==> src/hw/fpsf_defs.vh <==
/*
 fpsf_defs.vh: constants for the floating-point status field control block:
 field layout, status register layout, register offsets, encodings.
 assumes: included by hw/fpsf_ctrl.v only; definitions only.
*/
`ifndef FPSF_DEFS_VH
`define FPSF_DEFS_VH

// status field layout
`define FPSF_FTZ 0
`define FPSF_WRE 1
`define FPSF_PC_LO 2
`define FPSF_RC_LO 4
`define FPSF_TD 6
`define FPSF_FLAG_LO 7
// flag order inside the six flag bits
`define FPSF_V 0
`define FPSF_D 1
`define FPSF_Z 2
`define FPSF_O 3
`define FPSF_U 4
`define FPSF_I 5

// 64-bit status register layout
`define FPSF_TRAPS_LO 0
`define FPSF_SF0_LO 6
`define FPSF_SF1_LO 19
`define FPSF_SF2_LO 32
`define FPSF_SF3_LO 45

// axi register byte offsets
`define FPSF_REG_STAT_LO 8'h00
`define FPSF_REG_STAT_HI 8'h04
`define FPSF_REG_MODEL 8'h08
`define FPSF_REG_IRQ_STAT 8'h0C
`define FPSF_REG_IRQ_MASK 8'h10

// reset values
`define FPSF_STAT_RST 64'h0000_0000_0000_003F
`define FPSF_MASK_RST 4'h0

// rounding encodings
`define FPSF_RND_NEAR 2'h0
`define FPSF_RND_DOWN 2'h1
`define FPSF_RND_UP 2'h2
`define FPSF_RND_ZERO 2'h3

// instruction precision completer
`define FPSF_PCC_SINGLE 3'h0
`define FPSF_PCC_DOUBLE 3'h1
`define FPSF_PCC_NONE 3'h2
`define FPSF_PCC_PAR 3'h3
`define FPSF_PCC_NPAR 3'h4

// axi responses
`define FPSF_RESP_OKAY 2'h0
`define FPSF_RESP_SLVERR 2'h2

`endif

==> src/hw/fpsf_ctrl.v <==
/*
 fpsf_ctrl.v: control and status logic for the floating-point status
 register: model and rounding decode, flush-to-zero, trap resolve, flags.
 assumes: single core clock; execution units present one result per cycle
 on the res* ports; software reaches the register over AXI4-Lite.
*/
// Chosen here: the placing of the registers and the AXI4-Lite register port.
`timescale 1ns/1ns
`include "fpsf_defs.vh"
module fpsf_ctrl (
	input wire mclk,
	input wire nrst,
	// axi4-lite slave
	input wire [7:0] s_axi_awaddr,
	input wire s_axi_awvalid,
	output wire s_axi_awready,
	input wire [31:0] s_axi_wdata,
	input wire [3:0] s_axi_wstrb,
	input wire s_axi_wvalid,
	output wire s_axi_wready,
	output reg [1:0] s_axi_bresp,
	output reg s_axi_bvalid,
	input wire s_axi_bready,
	input wire [7:0] s_axi_araddr,
	input wire s_axi_arvalid,
	output wire s_axi_arready,
	output reg [31:0] s_axi_rdata,
	output reg [1:0] s_axi_rresp,
	output reg s_axi_rvalid,
	input wire s_axi_rready,
	output wire irq,
	// instruction side
	input wire [1:0] statusSelect,
	input wire [2:0] precisionCompleter,
	output wire [1:0] roundingDirection,
	output wire [6:0] precisionBits,
	output wire [4:0] exponentBits,
	output wire modelReserved,
	output wire [5:0] trapDisableEff,
	// result from execution
	input wire resValid,
	input wire [1:0] resField,
	input wire [79:0] resValue,
	input wire resTiny,
	input wire [5:0] resExc,
	output reg outValid,
	output reg [79:0] outValue,
	output reg outFault,
	output reg [5:0] outFaultCause
);
	localparam WR_IDLE = 1'b0;
	localparam WR_RESP = 1'b1;

	reg [63:0] stat_q;
	reg [63:0] stat_d;
	reg [3:0] irqStat_q;
	reg [3:0] irqStat_d;
	reg [3:0] irqMask_q;
	reg [3:0] irqMask_d;
	reg [1:0] lastRound_q;
	reg [2:0] lastModel_q;
	reg wrState_q;
	reg [7:0] awAddr_q;
	reg awHeld_q;
	reg [31:0] wData_q;
	reg [3:0] wStrb_q;
	reg wHeld_q;

	// extract one 13-bit field (0 main, 1..3 alternates)
	function [12:0] fieldOf;
		input [63:0] s;
		input [1:0] idx;
		begin
			case (idx)
			2'd0: fieldOf = s[`FPSF_SF0_LO +: 13];
			2'd1: fieldOf = s[`FPSF_SF1_LO +: 13];
			2'd2: fieldOf = s[`FPSF_SF2_LO +: 13];
			default: fieldOf = s[`FPSF_SF3_LO +: 13];
			endcase
		end
	endfunction

	// effective trap disables for a field
	function [5:0] trapsOf;
		input [63:0] s;
		input [1:0] idx;
		reg [12:0] f;
		begin
			f = fieldOf(s, idx);
			if (idx != 2'd0 && f[`FPSF_TD])
				trapsOf = 6'h3F;
			else
				trapsOf = s[`FPSF_TRAPS_LO +: 6];
		end
	endfunction

	// computation model decode
	wire [12:0] selField = fieldOf(stat_q, statusSelect);
	wire selWre = selField[`FPSF_WRE];
	wire [1:0] selPc = selField[`FPSF_PC_LO +: 2];
	reg [6:0] precD;
	reg [4:0] expD;
	reg rsvD;
	always @* begin
		precD = 7'd64;
		expD = 5'd17;
		rsvD = 1'b0;
		case (precisionCompleter)
		`FPSF_PCC_SINGLE: begin
			precD = 7'd24;
			expD = selWre ? 5'd17 : 5'd8;
		end
		`FPSF_PCC_DOUBLE: begin
			precD = 7'd53;
			expD = selWre ? 5'd17 : 5'd11;
		end
		`FPSF_PCC_NONE: begin
			expD = selWre ? 5'd17 : 5'd15;
			case (selPc)
			2'b00: precD = 7'd24;
			2'b10: precD = 7'd53;
			2'b11: precD = 7'd64;
			default: begin
				precD = 7'd0;
				expD = 5'd0;
				rsvD = 1'b1;
			end
			endcase
		end
		`FPSF_PCC_PAR: begin
			precD = 7'd24;
			expD = 5'd8;
		end
		default: begin
			precD = 7'd64;
			expD = 5'd17;
		end
		endcase
	end
	assign precisionBits = precD;
	assign exponentBits = expD;
	assign modelReserved = rsvD;
	// rc code passes straight through: 00 near, 01 down, 10 up, 11 zero
	assign roundingDirection = selField[`FPSF_RC_LO +: 2];
	assign trapDisableEff = trapsOf(stat_q, statusSelect);

	// result path: flush-to-zero and exception resolve
	wire [12:0] resF = fieldOf(stat_q, resField);
	wire [5:0] resTd = trapsOf(stat_q, resField);
	wire uflowOn = ~resTd[`FPSF_U];
	wire doFlush = resTiny & resF[`FPSF_FTZ] & ~uflowOn;
	reg [5:0] excEff;
	always @* begin
		excEff = resExc;
		if (doFlush)
			excEff = resExc | (6'h01 << `FPSF_U) | (6'h01 << `FPSF_I);
	end
	wire [5:0] faultCause = excEff & ~resTd;

	// axi write channel
	wire wrFire = awHeld_q & wHeld_q & (wrState_q == WR_IDLE);
	assign s_axi_awready = ~awHeld_q & (wrState_q == WR_IDLE);
	assign s_axi_wready = ~wHeld_q & (wrState_q == WR_IDLE);
	assign s_axi_arready = ~s_axi_rvalid;

	function [31:0] mergeW;
		input [31:0] old;
		input [31:0] nw;
		input [3:0] strb;
		integer k;
		begin
			for (k = 0; k < 4; k = k + 1)
				mergeW[8*k +: 8] = strb[k] ? nw[8*k +: 8] : old[8*k +: 8];
		end
	endfunction

	reg [3:0] evt;
	integer n;
	always @* begin
		stat_d = stat_q;
		irqMask_d = irqMask_q;
		evt = 4'h0;
		// software write replaces the bytes selected by wStrb_q; a write to the irq mask can raise irq for a pending status bit
		if (wrFire) begin
			case (awAddr_q)
			`FPSF_REG_STAT_LO:
				stat_d[31:0] = mergeW(stat_q[31:0], wData_q, wStrb_q);
			`FPSF_REG_STAT_HI:
				stat_d[63:32] = mergeW(stat_q[63:32], wData_q, wStrb_q);
			`FPSF_REG_IRQ_MASK:
				if (wStrb_q[0])
					irqMask_d = wData_q[3:0];
			default: ;
			endcase
		end
		// hardware flag set after write, so set wins
		if (resValid) begin
			for (n = 0; n < 4; n = n + 1)
				if (resField == n)
					evt[n] = 1'b1;
			case (resField)
			2'd0: stat_d[`FPSF_SF0_LO + `FPSF_FLAG_LO +: 6] =
				stat_d[`FPSF_SF0_LO + `FPSF_FLAG_LO +: 6] | excEff;
			2'd1: stat_d[`FPSF_SF1_LO + `FPSF_FLAG_LO +: 6] =
				stat_d[`FPSF_SF1_LO + `FPSF_FLAG_LO +: 6] | excEff;
			2'd2: stat_d[`FPSF_SF2_LO + `FPSF_FLAG_LO +: 6] =
				stat_d[`FPSF_SF2_LO + `FPSF_FLAG_LO +: 6] | excEff;
			default: stat_d[`FPSF_SF3_LO + `FPSF_FLAG_LO +: 6] =
				stat_d[`FPSF_SF3_LO + `FPSF_FLAG_LO +: 6] | excEff;
			endcase
			if (|faultCause == 1'b0)
				evt = 4'h0;
		end
		stat_d[`FPSF_SF0_LO + `FPSF_TD] = 1'b0;
		stat_d[63:58] = 6'h00;
		// irq status: bit n = enabled fault raised by field n, w1c, set wins
		irqStat_d = irqStat_q;
		if (wrFire && awAddr_q == `FPSF_REG_IRQ_STAT && wStrb_q[0])
			irqStat_d = irqStat_q & ~wData_q[3:0];
		irqStat_d = irqStat_d | evt;
	end
	assign irq = |(irqStat_q & irqMask_q);

	always @(posedge mclk or negedge nrst) begin
		if (!nrst) begin
			stat_q <= `FPSF_STAT_RST;
			irqStat_q <= 4'h0;
			irqMask_q <= `FPSF_MASK_RST;
			wrState_q <= WR_IDLE;
			awHeld_q <= 1'b0;
			wHeld_q <= 1'b0;
			awAddr_q <= 8'h00;
			wData_q <= 32'h0000_0000;
			wStrb_q <= 4'h0;
			s_axi_bvalid <= 1'b0;
			s_axi_bresp <= `FPSF_RESP_OKAY;
			s_axi_rvalid <= 1'b0;
			s_axi_rdata <= 32'h0000_0000;
			s_axi_rresp <= `FPSF_RESP_OKAY;
			outValid <= 1'b0;
			outValue <= 80'h0;
			outFault <= 1'b0;
			outFaultCause <= 6'h00;
			lastRound_q <= 2'h0;
			lastModel_q <= 3'h0;
		end else begin
			stat_q <= stat_d;
			irqStat_q <= irqStat_d;
			irqMask_q <= irqMask_d;
			if (s_axi_awvalid && s_axi_awready) begin
				awAddr_q <= s_axi_awaddr;
				awHeld_q <= 1'b1;
			end
			if (s_axi_wvalid && s_axi_wready) begin
				wData_q <= s_axi_wdata;
				wStrb_q <= s_axi_wstrb;
				wHeld_q <= 1'b1;
			end
			case (wrState_q)
			WR_IDLE: begin
				if (wrFire) begin
					awHeld_q <= 1'b0;
					wHeld_q <= 1'b0;
					s_axi_bvalid <= 1'b1;
					s_axi_bresp <= (awAddr_q == `FPSF_REG_STAT_LO ||
						awAddr_q == `FPSF_REG_STAT_HI ||
						awAddr_q == `FPSF_REG_IRQ_STAT ||
						awAddr_q == `FPSF_REG_IRQ_MASK) ?
						`FPSF_RESP_OKAY : `FPSF_RESP_SLVERR;
					wrState_q <= WR_RESP;
				end
			end
			WR_RESP: begin
				if (s_axi_bready) begin
					s_axi_bvalid <= 1'b0;
					wrState_q <= WR_IDLE;
				end
			end
			default: wrState_q <= WR_IDLE;
			endcase
			if (s_axi_arvalid && s_axi_arready) begin
				s_axi_rvalid <= 1'b1;
				s_axi_rresp <= `FPSF_RESP_OKAY;
				case (s_axi_araddr)
				`FPSF_REG_STAT_LO: s_axi_rdata <= stat_q[31:0];
				`FPSF_REG_STAT_HI: s_axi_rdata <= stat_q[63:32];
				`FPSF_REG_MODEL: s_axi_rdata <= {14'h0, lastModel_q,
					lastRound_q, modelReserved, exponentBits, precisionBits};
				`FPSF_REG_IRQ_STAT: s_axi_rdata <= {28'h0, irqStat_q};
				`FPSF_REG_IRQ_MASK: s_axi_rdata <= {28'h0, irqMask_q};
				default: begin
					s_axi_rdata <= 32'h0000_0000;
					s_axi_rresp <= `FPSF_RESP_SLVERR;
				end
				endcase
			end else if (s_axi_rvalid && s_axi_rready) begin
				s_axi_rvalid <= 1'b0;
			end
			lastRound_q <= roundingDirection;
			lastModel_q <= precisionCompleter;
			outValid <= resValid;
			outFault <= resValid & (|faultCause);
			outFaultCause <= resValid ? faultCause : 6'h00;
			if (doFlush)
				outValue <= {resValue[79], 79'h0};
			else
				outValue <= resValue;
		end
	end
endmodule

==> config.mk <==
export PLATFORM = sky130hd
export DESIGN_NAME = fpsf_ctrl
export DESIGN_NICKNAME = d
export VERILOG_FILES = /design/src/hw/fpsf_ctrl.v
export VERILOG_INCLUDE_DIRS = /design/src /design/src/hw
export SDC_FILE = /design/constraint.sdc
export NUM_CORES = 1
export LEC_CHECK = 0
export BUFFER_PORTS_ARGS = -buffer_cell sky130_fd_sc_hd__buf_2
export CAP_MARGIN = 20
export CORE_MARGIN = 2
export CORE_UTILIZATION = 46
export DETAILED_ROUTE_END_ITERATION = 6
export GPL_ROUTABILITY_DRIVEN = 0
export PLACE_DENSITY = 0.84
export SETUP_SLACK_MARGIN = 0.2
export SLEW_MARGIN = 0
export SYNTH_ARGS = -nofsm -noshare
export SYNTH_HDL_FRONTEND = slang
export SYNTH_SLANG_ARGS = --single-unit
==> constraint.sdc <==
create_clock -name mclk -period 1.9 [get_ports mclk]
set_input_delay 0.095 -clock mclk [delete_from_list [all_inputs] [get_ports mclk]]
set_output_delay 0.095 -clock mclk [all_outputs]
set_load 0.005 [all_outputs]
== Word level (Yosys, flattened, before mapping) ==
Index checks and enable logic that the tools add are counted.
Storage, ports and cells
  bits of input ports: 154
  output and inout port bits: 151
  logic and storage cells: 162
  memories: 0
  bits in writable memories: 0
  bits in read-only memories: 0
  register bits: 243
  latch bits: 0
Operators by class
  muxes and demuxes: 59
  $mul: 0
  add/sub/neg operators: 0
  equal/unequal tests: 19
  bitwise logic cells: 21
  reductions and logical operators: 36
  div/mod/pow operators: 0
  shifts and indexed selects: 0
  $lt $le $gt $ge: 0
Operator list (number)
  $pmux 32 s5: 1
  $pmux 7 s3: 4
  $mux 79: 1
  $mux 6: 12
  $mux 58: 1
  $mux 8: 7
  $mux 32: 1
  $mux 26: 1
  $eq 8x4->1 const B: 3
  $or 6x6->6: 4
  $reduce_and 3->1: 8
  $mux 5: 4
  $pmux 5 s4: 1
  $mux 1: 18
  $eq 8x3->1 const B: 2
  $eq 8x5->1 const B: 2
  $logic_not 8->1: 2
  $mux 4: 3
  $eq 2x2->1 const B: 5
  $and 4x4->4: 2
  $logic_and 1x1->1: 8
  $and 1x1->1: 7
  $and 6x6->6: 1
  $eq 3x2->1 const B: 2
  other kinds (19): 35

== Longest topological paths before layout ==
Gate-level depths: netlist (run 1).
  depth in word-level cells: 11
  depth in mapped cells: 8
  mapped depth without buffers: 5

== Worst setup path before layout (run 1) ==
No wires, ideal clock.
  path type: flip-flop to flip-flop
  start: register awAddr_q[1]
  end: register stat_q[48]
  stages on the path, launching flop included: 6
  setup slack: -0.002 ns
  clock period less this slack: 1.902 ns
  path buffers: 1
  data arrival time: 1.777 ns
  cell sequence: dfrtp_1 -> or4b_4 -> nor4_4 -> buf_6 -> nand2_4 -> mux2_4
On the way
  longest elaborated chain between the ends: 2
RTL lines
  start: declaration: RTL line fpsf_ctrl.v:63  | reg [7:0] awAddr_q;
  start signal: assignment: RTL line fpsf_ctrl.v:251  | awAddr_q <= s_axi_awaddr;
  $eq 8x3->1
  $reduce_and 3->1 (no line)
  end signal: assignment: RTL line fpsf_ctrl.v:226  | stat_q <= `FPSF_STAT_RST;
  end signal: assignment: RTL line fpsf_ctrl.v:247  | stat_q <= stat_d;
  end: declaration: RTL line fpsf_ctrl.v:54  | reg [63:0] stat_q;
Every way passes these cells.
A chain may end at the register's enable or synchronous reset.

== Worst setup path in the final report (run 1) ==
  start: register stat_q[9]
  end: output port exponentBits[4]
On the way
  longest elaborated chain between the ends: 5
  elaborated cells between the ends (all ways): 7
  classes of those cells: eq/ne: 2; mux: 3; reduce/logical: 2
RTL lines
  $pmux 7 s3 (*)
  $eq 2x2->1 or $logic_not 2->1 (tied branches): RTL line fpsf_ctrl.v:119  | case (selPc)
  $reduce_or 3->1 (no line) (*)
  $mux 5 (*): RTL line fpsf_ctrl.v:119
  $pmux 5 s4 (*): RTL line fpsf_ctrl.v:108  | case (precisionCompleter)
  end: declaration: RTL line fpsf_ctrl.v:37  | output wire [4:0] exponentBits,
Every way passes the cells marked *; elsewhere a longest branch is shown, timed or not.

==> metrics.md, run 1 <==
| Metric | Value |
|---|---|
| Syn avg cell area | `12.7 um2` |
| Net Switching | `4220 uW` |
| Violated checks | `setup timing` |
| Placed instance count | `1351` |
| Reg2reg end | `s_axi_rdata[11]$_DFFE_PN0P_` |
| CTS H-Tree Depth | `1` |
| CP Data Required Time | `1.80 ns` |
| Smallest hold slack | `0.0497 ns` |
| Critical Path End | `exponentBits[4]` |
| CTS Buf Count | `25` |
| Synth async-reset ratio | `100%` |
| Status | `finished with violations` |
| Post-synthesis cell type count | `65` |
| #FFs+latches synth | `241` |
| Die area | `22700 um2` |
| Final #Nets | `1436` |
| Vias per cell | `5.50` |
| R2R Setup Slk | `-0.08 ns` |
| Final min period | `2.27 ns` |
| Switching Share | `28.9%` |
| VDD IR max | `838 uV` |
| Dominant cell type by area after synthesis | `dfrtp_1` |
| Reg power frac | `47.1%` |
| Syn Inst Count | `775` |
| First-pass GRT wire length | `49.3 mm` |
| Max Transition Viols Final | `0` |
| Fin util | `71.3%` |
| DR iter-0 viols | `683` |
| Final Hold Vio Count | `0` |
| Comb pwr share | `20.4%` |
| Initial Utilization | `47.0%` |
| Synth Cell Area | `9870 um2` |
| Die X | `151 um` |
| Reg2Reg Depth | `6` |
| RSZ-0062 raised after global routing | `yes` |
| # DRC | `0` |
| Max Fanout on Critical Path | `6` |
| Final Power | `14600 uW` |
| Rows | `53` |
| Arrival time worst endpoint | `2.18 ns` |
| Worst Skew | `0.00866 ns` |
| Worst hold path type | `in2reg` |
| Clock latency on the worst-skew pair | `0.53 ns` |
| Synth top area share | `59.6%` |
| Fin cells | `1577` |
| Vias in the first global route | `8973` |
| Setup violators final | `15` |
| Fin crit share | `120%` |
| Setup TNS Final | `-3.72 ns` |
| Clock transition at the registers of the reported paths | `0.06 ns` |
| Internal | `10400 uW` |
| Overall die height | `151 um` |
| Remaining Overflow, GRT | `0` |
| Crit end category | `output pin` |
| Fmax | `440 MHz` |
| Number of antenna-violating nets in the routed design | `0` |
| Initial antenna violation count | `1` |
| GRT Overall Usage | `28.6%` |
| DRT Wirelength | `33.9 mm` |
| Worst slew pin tran | `0.720 ns` |
| Worst r2r src | `stat_q[9]$_DFFE_PN0P_` |
| Ports | `305` |
| WS Path Type | `reg2out` |
| CTS max path bufs | `3` |
| Top cells by area, synth | `dfrtp_1, mux2_2, nor2b_1` |
| DP HPWL | `20.5 mm` |
| Largest net degree at the start of global routing | `80` |
| Relative slew slack | `51.6%` |
| Fraction of layout cells with a size suffix above 1 | `44.7%` |
| Routed wire per std cell | `21.5 um` |
| CTS tree | `built` |
| Port Buffers | `301` |
| Main flop type after synthesis | `dfrtp_1` |
| Post-synth EDFFs | `0` |
| Max-cap viol count | `0` |
| Setup ws final | `-0.372 ns` |
| Clock power frac | `32.6%` |
| Setup crit start | `stat_q[9]$_DFFE_PN0P_` |
| Crit start category | `flop` |
| Clk sinks | `241` |
| Core box area | `21000 um2` |
| Leakage power | `0.00727 uW` |
| Register area share after synthesis | `61.2%` |
| Drt pass-1 iters | `5` |
| Power Dens Cells | `974 nW/um2` |
| Yosys warning count | `0` |
| Buffer type at the clock tree root | `clkbuf_16` |
| Via count | `8679` |
| Synth-to-layout area growth | `51.8%` |
## cell families (layout without fill, tap and decap cells)
kind of cell | after synthesis | after routing | share of synthesized area [%]
other | 1 | 4 | 0.0380
flip-flops | 241 | 241 | 61.2
buffers and inverters | 52 | 576 | 2.56
multiplexers | 115 | 115 | 13.6
AO/OA/AOI/OAI | 109 | 109 | 7.75
AND/OR/NAND/NOR | 257 | 257 | 14.9
## layout by cell type, fill, tap and decap left out, types with 7 or more instances in the layout
master,instances
clkbuf_1,8
a221o_1,15
nor2_1,24
clkbuf_16,27
dlygate4sd3_1,140
buf_2,292
nand2b_1,8
nand2_1,50
mux2_2,52
inv_1,10
buf_6,21
a22o_1,7
nor2b_1,83
nand3_1,10
o21ai_1,18
mux2_4,31
nand2_2,8
a22oi_1,11
dfrtp_1,234
buf_4,58
and3_1,17
mux2i_1,24
o21ai_0,14
## synth_stat cells (all sizes together) (2+ instances only)
cell,count
a31oi,2
or2,6
clkbuf,23
or4,3
nand2,65
a32oi,4
dfstp,6
dfrtp,235
nor2,25
a21oi,9
or3,2
o31ai,2
and3,18
a21o,6
o22ai,5
o21ai,35
a221o,15
nor3,5
nand3b,2
a22o,7
inv,10
nor4,6
buf,19
mux2,83
mux4,6
a22oi,12
nand3,15
nand4,2
nand2b,10
a32o,3
mux2i,26
o311ai,2
and2,5
nor2b,86
## registers in the layout, summed over array words and instances (netlist names), 2 cells and up
signal and flops:
outValue 80, lastModel_q 3, outFaultCause 6, awAddr_q 8, s_axi_rdata 32, irqMask_q 4
lastRound_q 2, wStrb_q 4, stat_q 57, irqStat_q 4, wData_q 32
## metrics by stage
step	setup slack, ns	cell area [um2]
2_1_floorplan	0.126	9900
3_3_place_gp	-0.0788	11900
3_5_place_dp	-0.159	11900
4_1_cts	-0.298	14700
5_1_grt	-0.404	15000
6_report	-0.372	15000
## repair_timing
item / 4_1_cts / 5_1_grt
setup buffers: 27 / 9
resized for setup: 90 / 43
cloned: 1 / 2
pin swaps: 13 / 9
hold endpoints to repair: 396 / 0
hold buffers: 140 / 0
setup endpoints to repair: 95 / 180
## worst min-delay path by stage
stage                                       to  cells past startpoint            start  slack [ns]
floorplan              awAddr_q[0]$_DFFE_PN0P_                      0             nrst       -0.20
global placement        wData_q[5]$_DFFE_PN0P_                      1             nrst        0.03
detailed placement     awAddr_q[1]$_DFFE_PN0P_                      1             nrst        0.03
CTS                 s_axi_rdata[7]$_DFFE_PN0P_                      4  s_axi_araddr[6]        0.05
global route        s_axi_rdata[7]$_DFFE_PN0P_                      4  s_axi_araddr[6]        0.08
finish                      awHeld_q$_DFF_PN0_                      3    s_axi_awvalid        0.05
## routing by layer
layer	vias up	routed length [um]	global-route usage [%]
met5	-	0	0
met4	0	1480	11.5
met2	530	16900	48.9
li1	3753	-	-
met1	4266	12500	35.0
met3	130	2990	6.61
## cell type report
class,instances,area (um2)
Clock inverter,9,78.8
Fill cell,1291,6030
Antenna cell,1,2.50
Timing Repair Buffer,520,3730
Tap cell,275,344
Multi-Input combinational cell,484,4050
Clock buffer,37,711
Sequential cell,241,6040
Inverter,10,37.5
## power by group through the flow
stage                     Combinational (uW)  Sequential [uW]  Clock [uW]
after floorplan                         1380             6400           0
after global placement                  2100             6730           0
after detailed placement                2160             6770           0
after CTS                               2760             6760        4790
after global routing                    3180             6930        5010
final                                   2970             6870        4750
## critical path, stage by stage (launching register included)
cell,delay (ns)
dfrtp_1,0.44
mux4_2,0.56
nor2b_4,0.25
o21ai_4,0.09
a21o_1,0.19
buf_2,0.13
Note: power is estimated with default switching activity, not from simulation.
==> run 2: changes to the inputs <==
Settings changed: SETUP_SLACK_MARGIN 0.2 to unset.
==> run 2 against run 1 <==
Against the previous run: the flow still finishes with violations (setup timing); combinational power decreased by 9.4%; non-clock buffer count is 9 lower; wire length fell by 5.1%; die area unchanged; power increased by 0.20%; clock-buffer cell count grew 3; register-to-register slack got worse by 0.06 ns; via count fell by 1.6%; sequential share of layout area rose by 1.1 points; final area decreased by 2.6%; critical path depth unchanged; critical path type unchanged.
==> metrics.md, run 2 (synthesis gave the netlist of run 1 again) <==
| Metric | Value |
|---|---|
| Via count | `8538 (-1.6%)` |
| Initial Utilization | `47.0% (unchanged)` |
| Max Transition Viols Final | `0 (unchanged)` |
| Die X | `151 um (unchanged)` |
| First-pass GRT wire length | `48.1 mm (-2.6%)` |
| Delay-heaviest family, CP | `multiplexers` |
| Buffer type at the clock tree root | `clkbuf_16` |
| # DRC | `0 (unchanged)` |
| Setup TNS Final | `-4.40 ns (-0.678 ns)` |
| Vias per cell | `5.44 (-1.2%)` |
| Worst r2r src | `stat_q[9]$_DFFE_PN0P_` |
| Max reg flops | `80 (unchanged)` |
| Worst path cell trace | `mux4_2 -> buf_4 -> and2_1 -> a21o_1 -> buf_2` |
| Crit start category | `flop` |
| Status | `finished with violations` |
| Arrival time worst endpoint | `2.18 ns (about the same)` |
| Comb pwr share | `18.4% (-2.0 points)` |
| Power Dens Cells | `1000 nW/um2 (+2.8%)` |
| Net Switching | `4060 uW (-3.9%)` |
| Final #Nets | `1428 (-0.56%)` |
| Final Hold Vio Count | `0 (unchanged)` |
| GRT Overall Usage | `27.7% (-0.84 points)` |
| Violated checks | `setup timing` |
| Most frequent cells in the layout | `buf_2, dfrtp_1, dlygate4sd3_1` |
| Placed instance count | `1355 (+0.30%)` |
| Fmax | `440 MHz (about the same)` |
| CP Data Required Time | `1.80 ns (about the same)` |
| RSZ-0062 raised after global routing | `yes` |
| VDD IR max | `738 uV (-12%)` |
| Worst hold path type | `in2async` |
| Switching Share | `27.7% (-1.2 points)` |
| Clock power frac | `35.4% (+2.8 points)` |
| Number of antenna-violating nets in the routed design | `0 (unchanged)` |
| Leakage power | `0.00713 uW (-1.9%)` |
| CTS max path bufs | `3 (unchanged)` |
| Initial antenna violation count | `1 (unchanged)` |
| Top Registers | `outValue (80), stat_q (57)` |
| Clock transition at the registers of the reported paths | `0.06 ns (about the same)` |
| Die area | `22700 um2 (unchanged)` |
| DP HPWL | `20.6 mm (+0.34%)` |
| # fillers | `1394 (+8.0%)` |
| Critical-path top delay cell | `mux4_2` |
| Core box area | `21000 um2 (unchanged)` |
| Bufs and invs on worst path | `2 (+1)` |
| Fin cells | `1570 (-0.44%)` |
| CTS Buf Count | `26 (+4.0%)` |
| Worst slew pin tran | `0.506 ns (-0.214 ns)` |
| Reg power frac | `46.2% (-0.9 points)` |
| Fraction of layout cells with a size suffix above 1 | `42.9% (-1.8 points)` |
| CP max stage delay | `0.54 ns (-0.02 ns)` |
| Largest net degree at the start of global routing | `85 (+6.3%)` |
| Max Fanout on Critical Path | `4 (-2)` |
| Overall die height | `151 um (unchanged)` |
| Rows | `53 (unchanged)` |
| Max-cap viol count | `0 (unchanged)` |
| R2R Setup Slk | `-0.14 ns (-0.06 ns)` |
| Routed wire per std cell | `20.5 um (-4.7%)` |
| Final min period | `2.27 ns (+0.00194 ns)` |
| Relative slew slack | `66.2% (+15 points)` |
| Fin util | `69.5% (-1.8 points)` |
| WS Path Type | `reg2out` |
| Internal | `10600 uW (+1.9%)` |
| Placed instance area | `11900 um2 (about the same)` |
| DR iter-0 viols | `571 (-16%)` |
| Ports | `305 (unchanged)` |
| Reg2Reg Depth | `7 (+1)` |
| Most flops, register | `outValue` |
| Drt pass-1 iters | `5 (unchanged)` |
| Final instance area | `14600 um2 (-2.6%)` |
| CTS tree | `built` |
| DRT Wirelength | `32.2 mm (-5.1%)` |
| Clock latency on the worst-skew pair | `0.53 ns (about the same)` |
| Fin crit share | `120% (about the same)` |
| CTS H-Tree Depth | `1 (unchanged)` |
| Port Buffers | `301 (unchanged)` |
| Smallest hold slack | `0.0583 ns (+0.00864 ns)` |
| Setup violators final | `28 (+13)` |
| Crit end category | `output pin` |
| Reg2reg end | `s_axi_rdata[8]$_DFFE_PN0P_` |
| Most common cell after layout, fill and taps aside | `buf_2` |
| Setup ws final | `-0.374 ns (-0.00194 ns)` |
| Synth-to-layout area growth | `47.9%` |
| Vias in the first global route | `8856 (-1.3%)` |
| Clk sinks | `241 (unchanged)` |
| Worst Skew | `0.0169 ns (+0.00824 ns)` |
| Remaining Overflow, GRT | `0 (unchanged)` |
==> run 2: power groups by stage <==
stage / Sequential (uW) / Combinational [uW] / Clock (uW)
2_1_floorplan: 6400 / 1360 / 0
3_3_place_gp: 6680 / 2110 / 0
3_5_place_dp: 6730 / 2180 / 0
4_1_cts: 6670 / 2520 / 5220
5_1_grt: 6860 / 2890 / 5500
6_report: 6760 / 2690 / 5180
==> run 2: worst max-delay path by stage <==
| stage | start | end | slack (ns) | cells past startpoint |
|---|---|---|---|---|
| 2_1_floorplan | awAddr_q[5]$_DFFE_PN0P_ | stat_q[6]$_DFFE_PN0P_ | 0.09 | 4 |
| 3_3_place_gp | awAddr_q[5]$_DFFE_PN0P_ | stat_q[16]$_DFF_PN0_ | -0.07 | 5 |
| 3_5_place_dp | awAddr_q[1]$_DFFE_PN0P_ | stat_q[16]$_DFF_PN0_ | -0.13 | 5 |
| 4_1_cts | stat_q[47]$_DFFE_PN0P_ | exponentBits[1] | -0.30 | 6 |
| 5_1_grt | stat_q[47]$_DFFE_PN0P_ | precisionBits[2] | -0.42 | 6 |
| 6_report | stat_q[8]$_DFFE_PN0P_ | precisionBits[6] | -0.37 | 5 |
==> run 2: layer usage <==
metal,wire length [um],vias to the layer above,track usage (%),share of wire [%]
met1,12100,4261,34.7,38
met2,16200,446,46.8,50
met3,2580,97,5.39,8.0
li1,-,3734,-,-
met5,0,-,0,0
met4,1330,0,12.2,4.1
==> run 2: per-stage QoR <==
| step | power, uW | setup slack [ns] |
|---|---|---|
| 2_1_floorplan | 7760 | 0.0868 |
| 3_3_place_gp | 8790 | -0.0662 |
| 3_5_place_dp | 8920 | -0.126 |
| 4_1_cts | 14400 | -0.296 |
| 5_1_grt | 15200 | -0.425 |
| 6_report | 14600 | -0.374 |
==> run 2: area by class of cell <==
| cell class | instances | area (um2) | area share, % |
|---|---|---|---|
| sequential | 241 | 6040 | 41.4 |
| multi-input combinational | 484 | 3780 | 25.9 |
| timing repair buffer | 511 | 3530 | 24.1 |
| clock buffer | 40 | 785 | 5.37 |
| tap | 275 | 344 | 2.36 |
| clock inverter | 8 | 95.1 | 0.651 |
| inverter | 10 | 37.5 | 0.257 |
| antenna | 1 | 2.50 | 0.0171 |
==> run 2: timing repair <==
action / 4_1_cts / 5_1_grt
pin swaps: 4 / 8
hold endpoints to repair: 400 / 0
hold buffers: 141 / 0
buffers inserted: 14 / 11
gates resized for setup: 17 / 38
endpoints found under the setup margin: 70 / 65
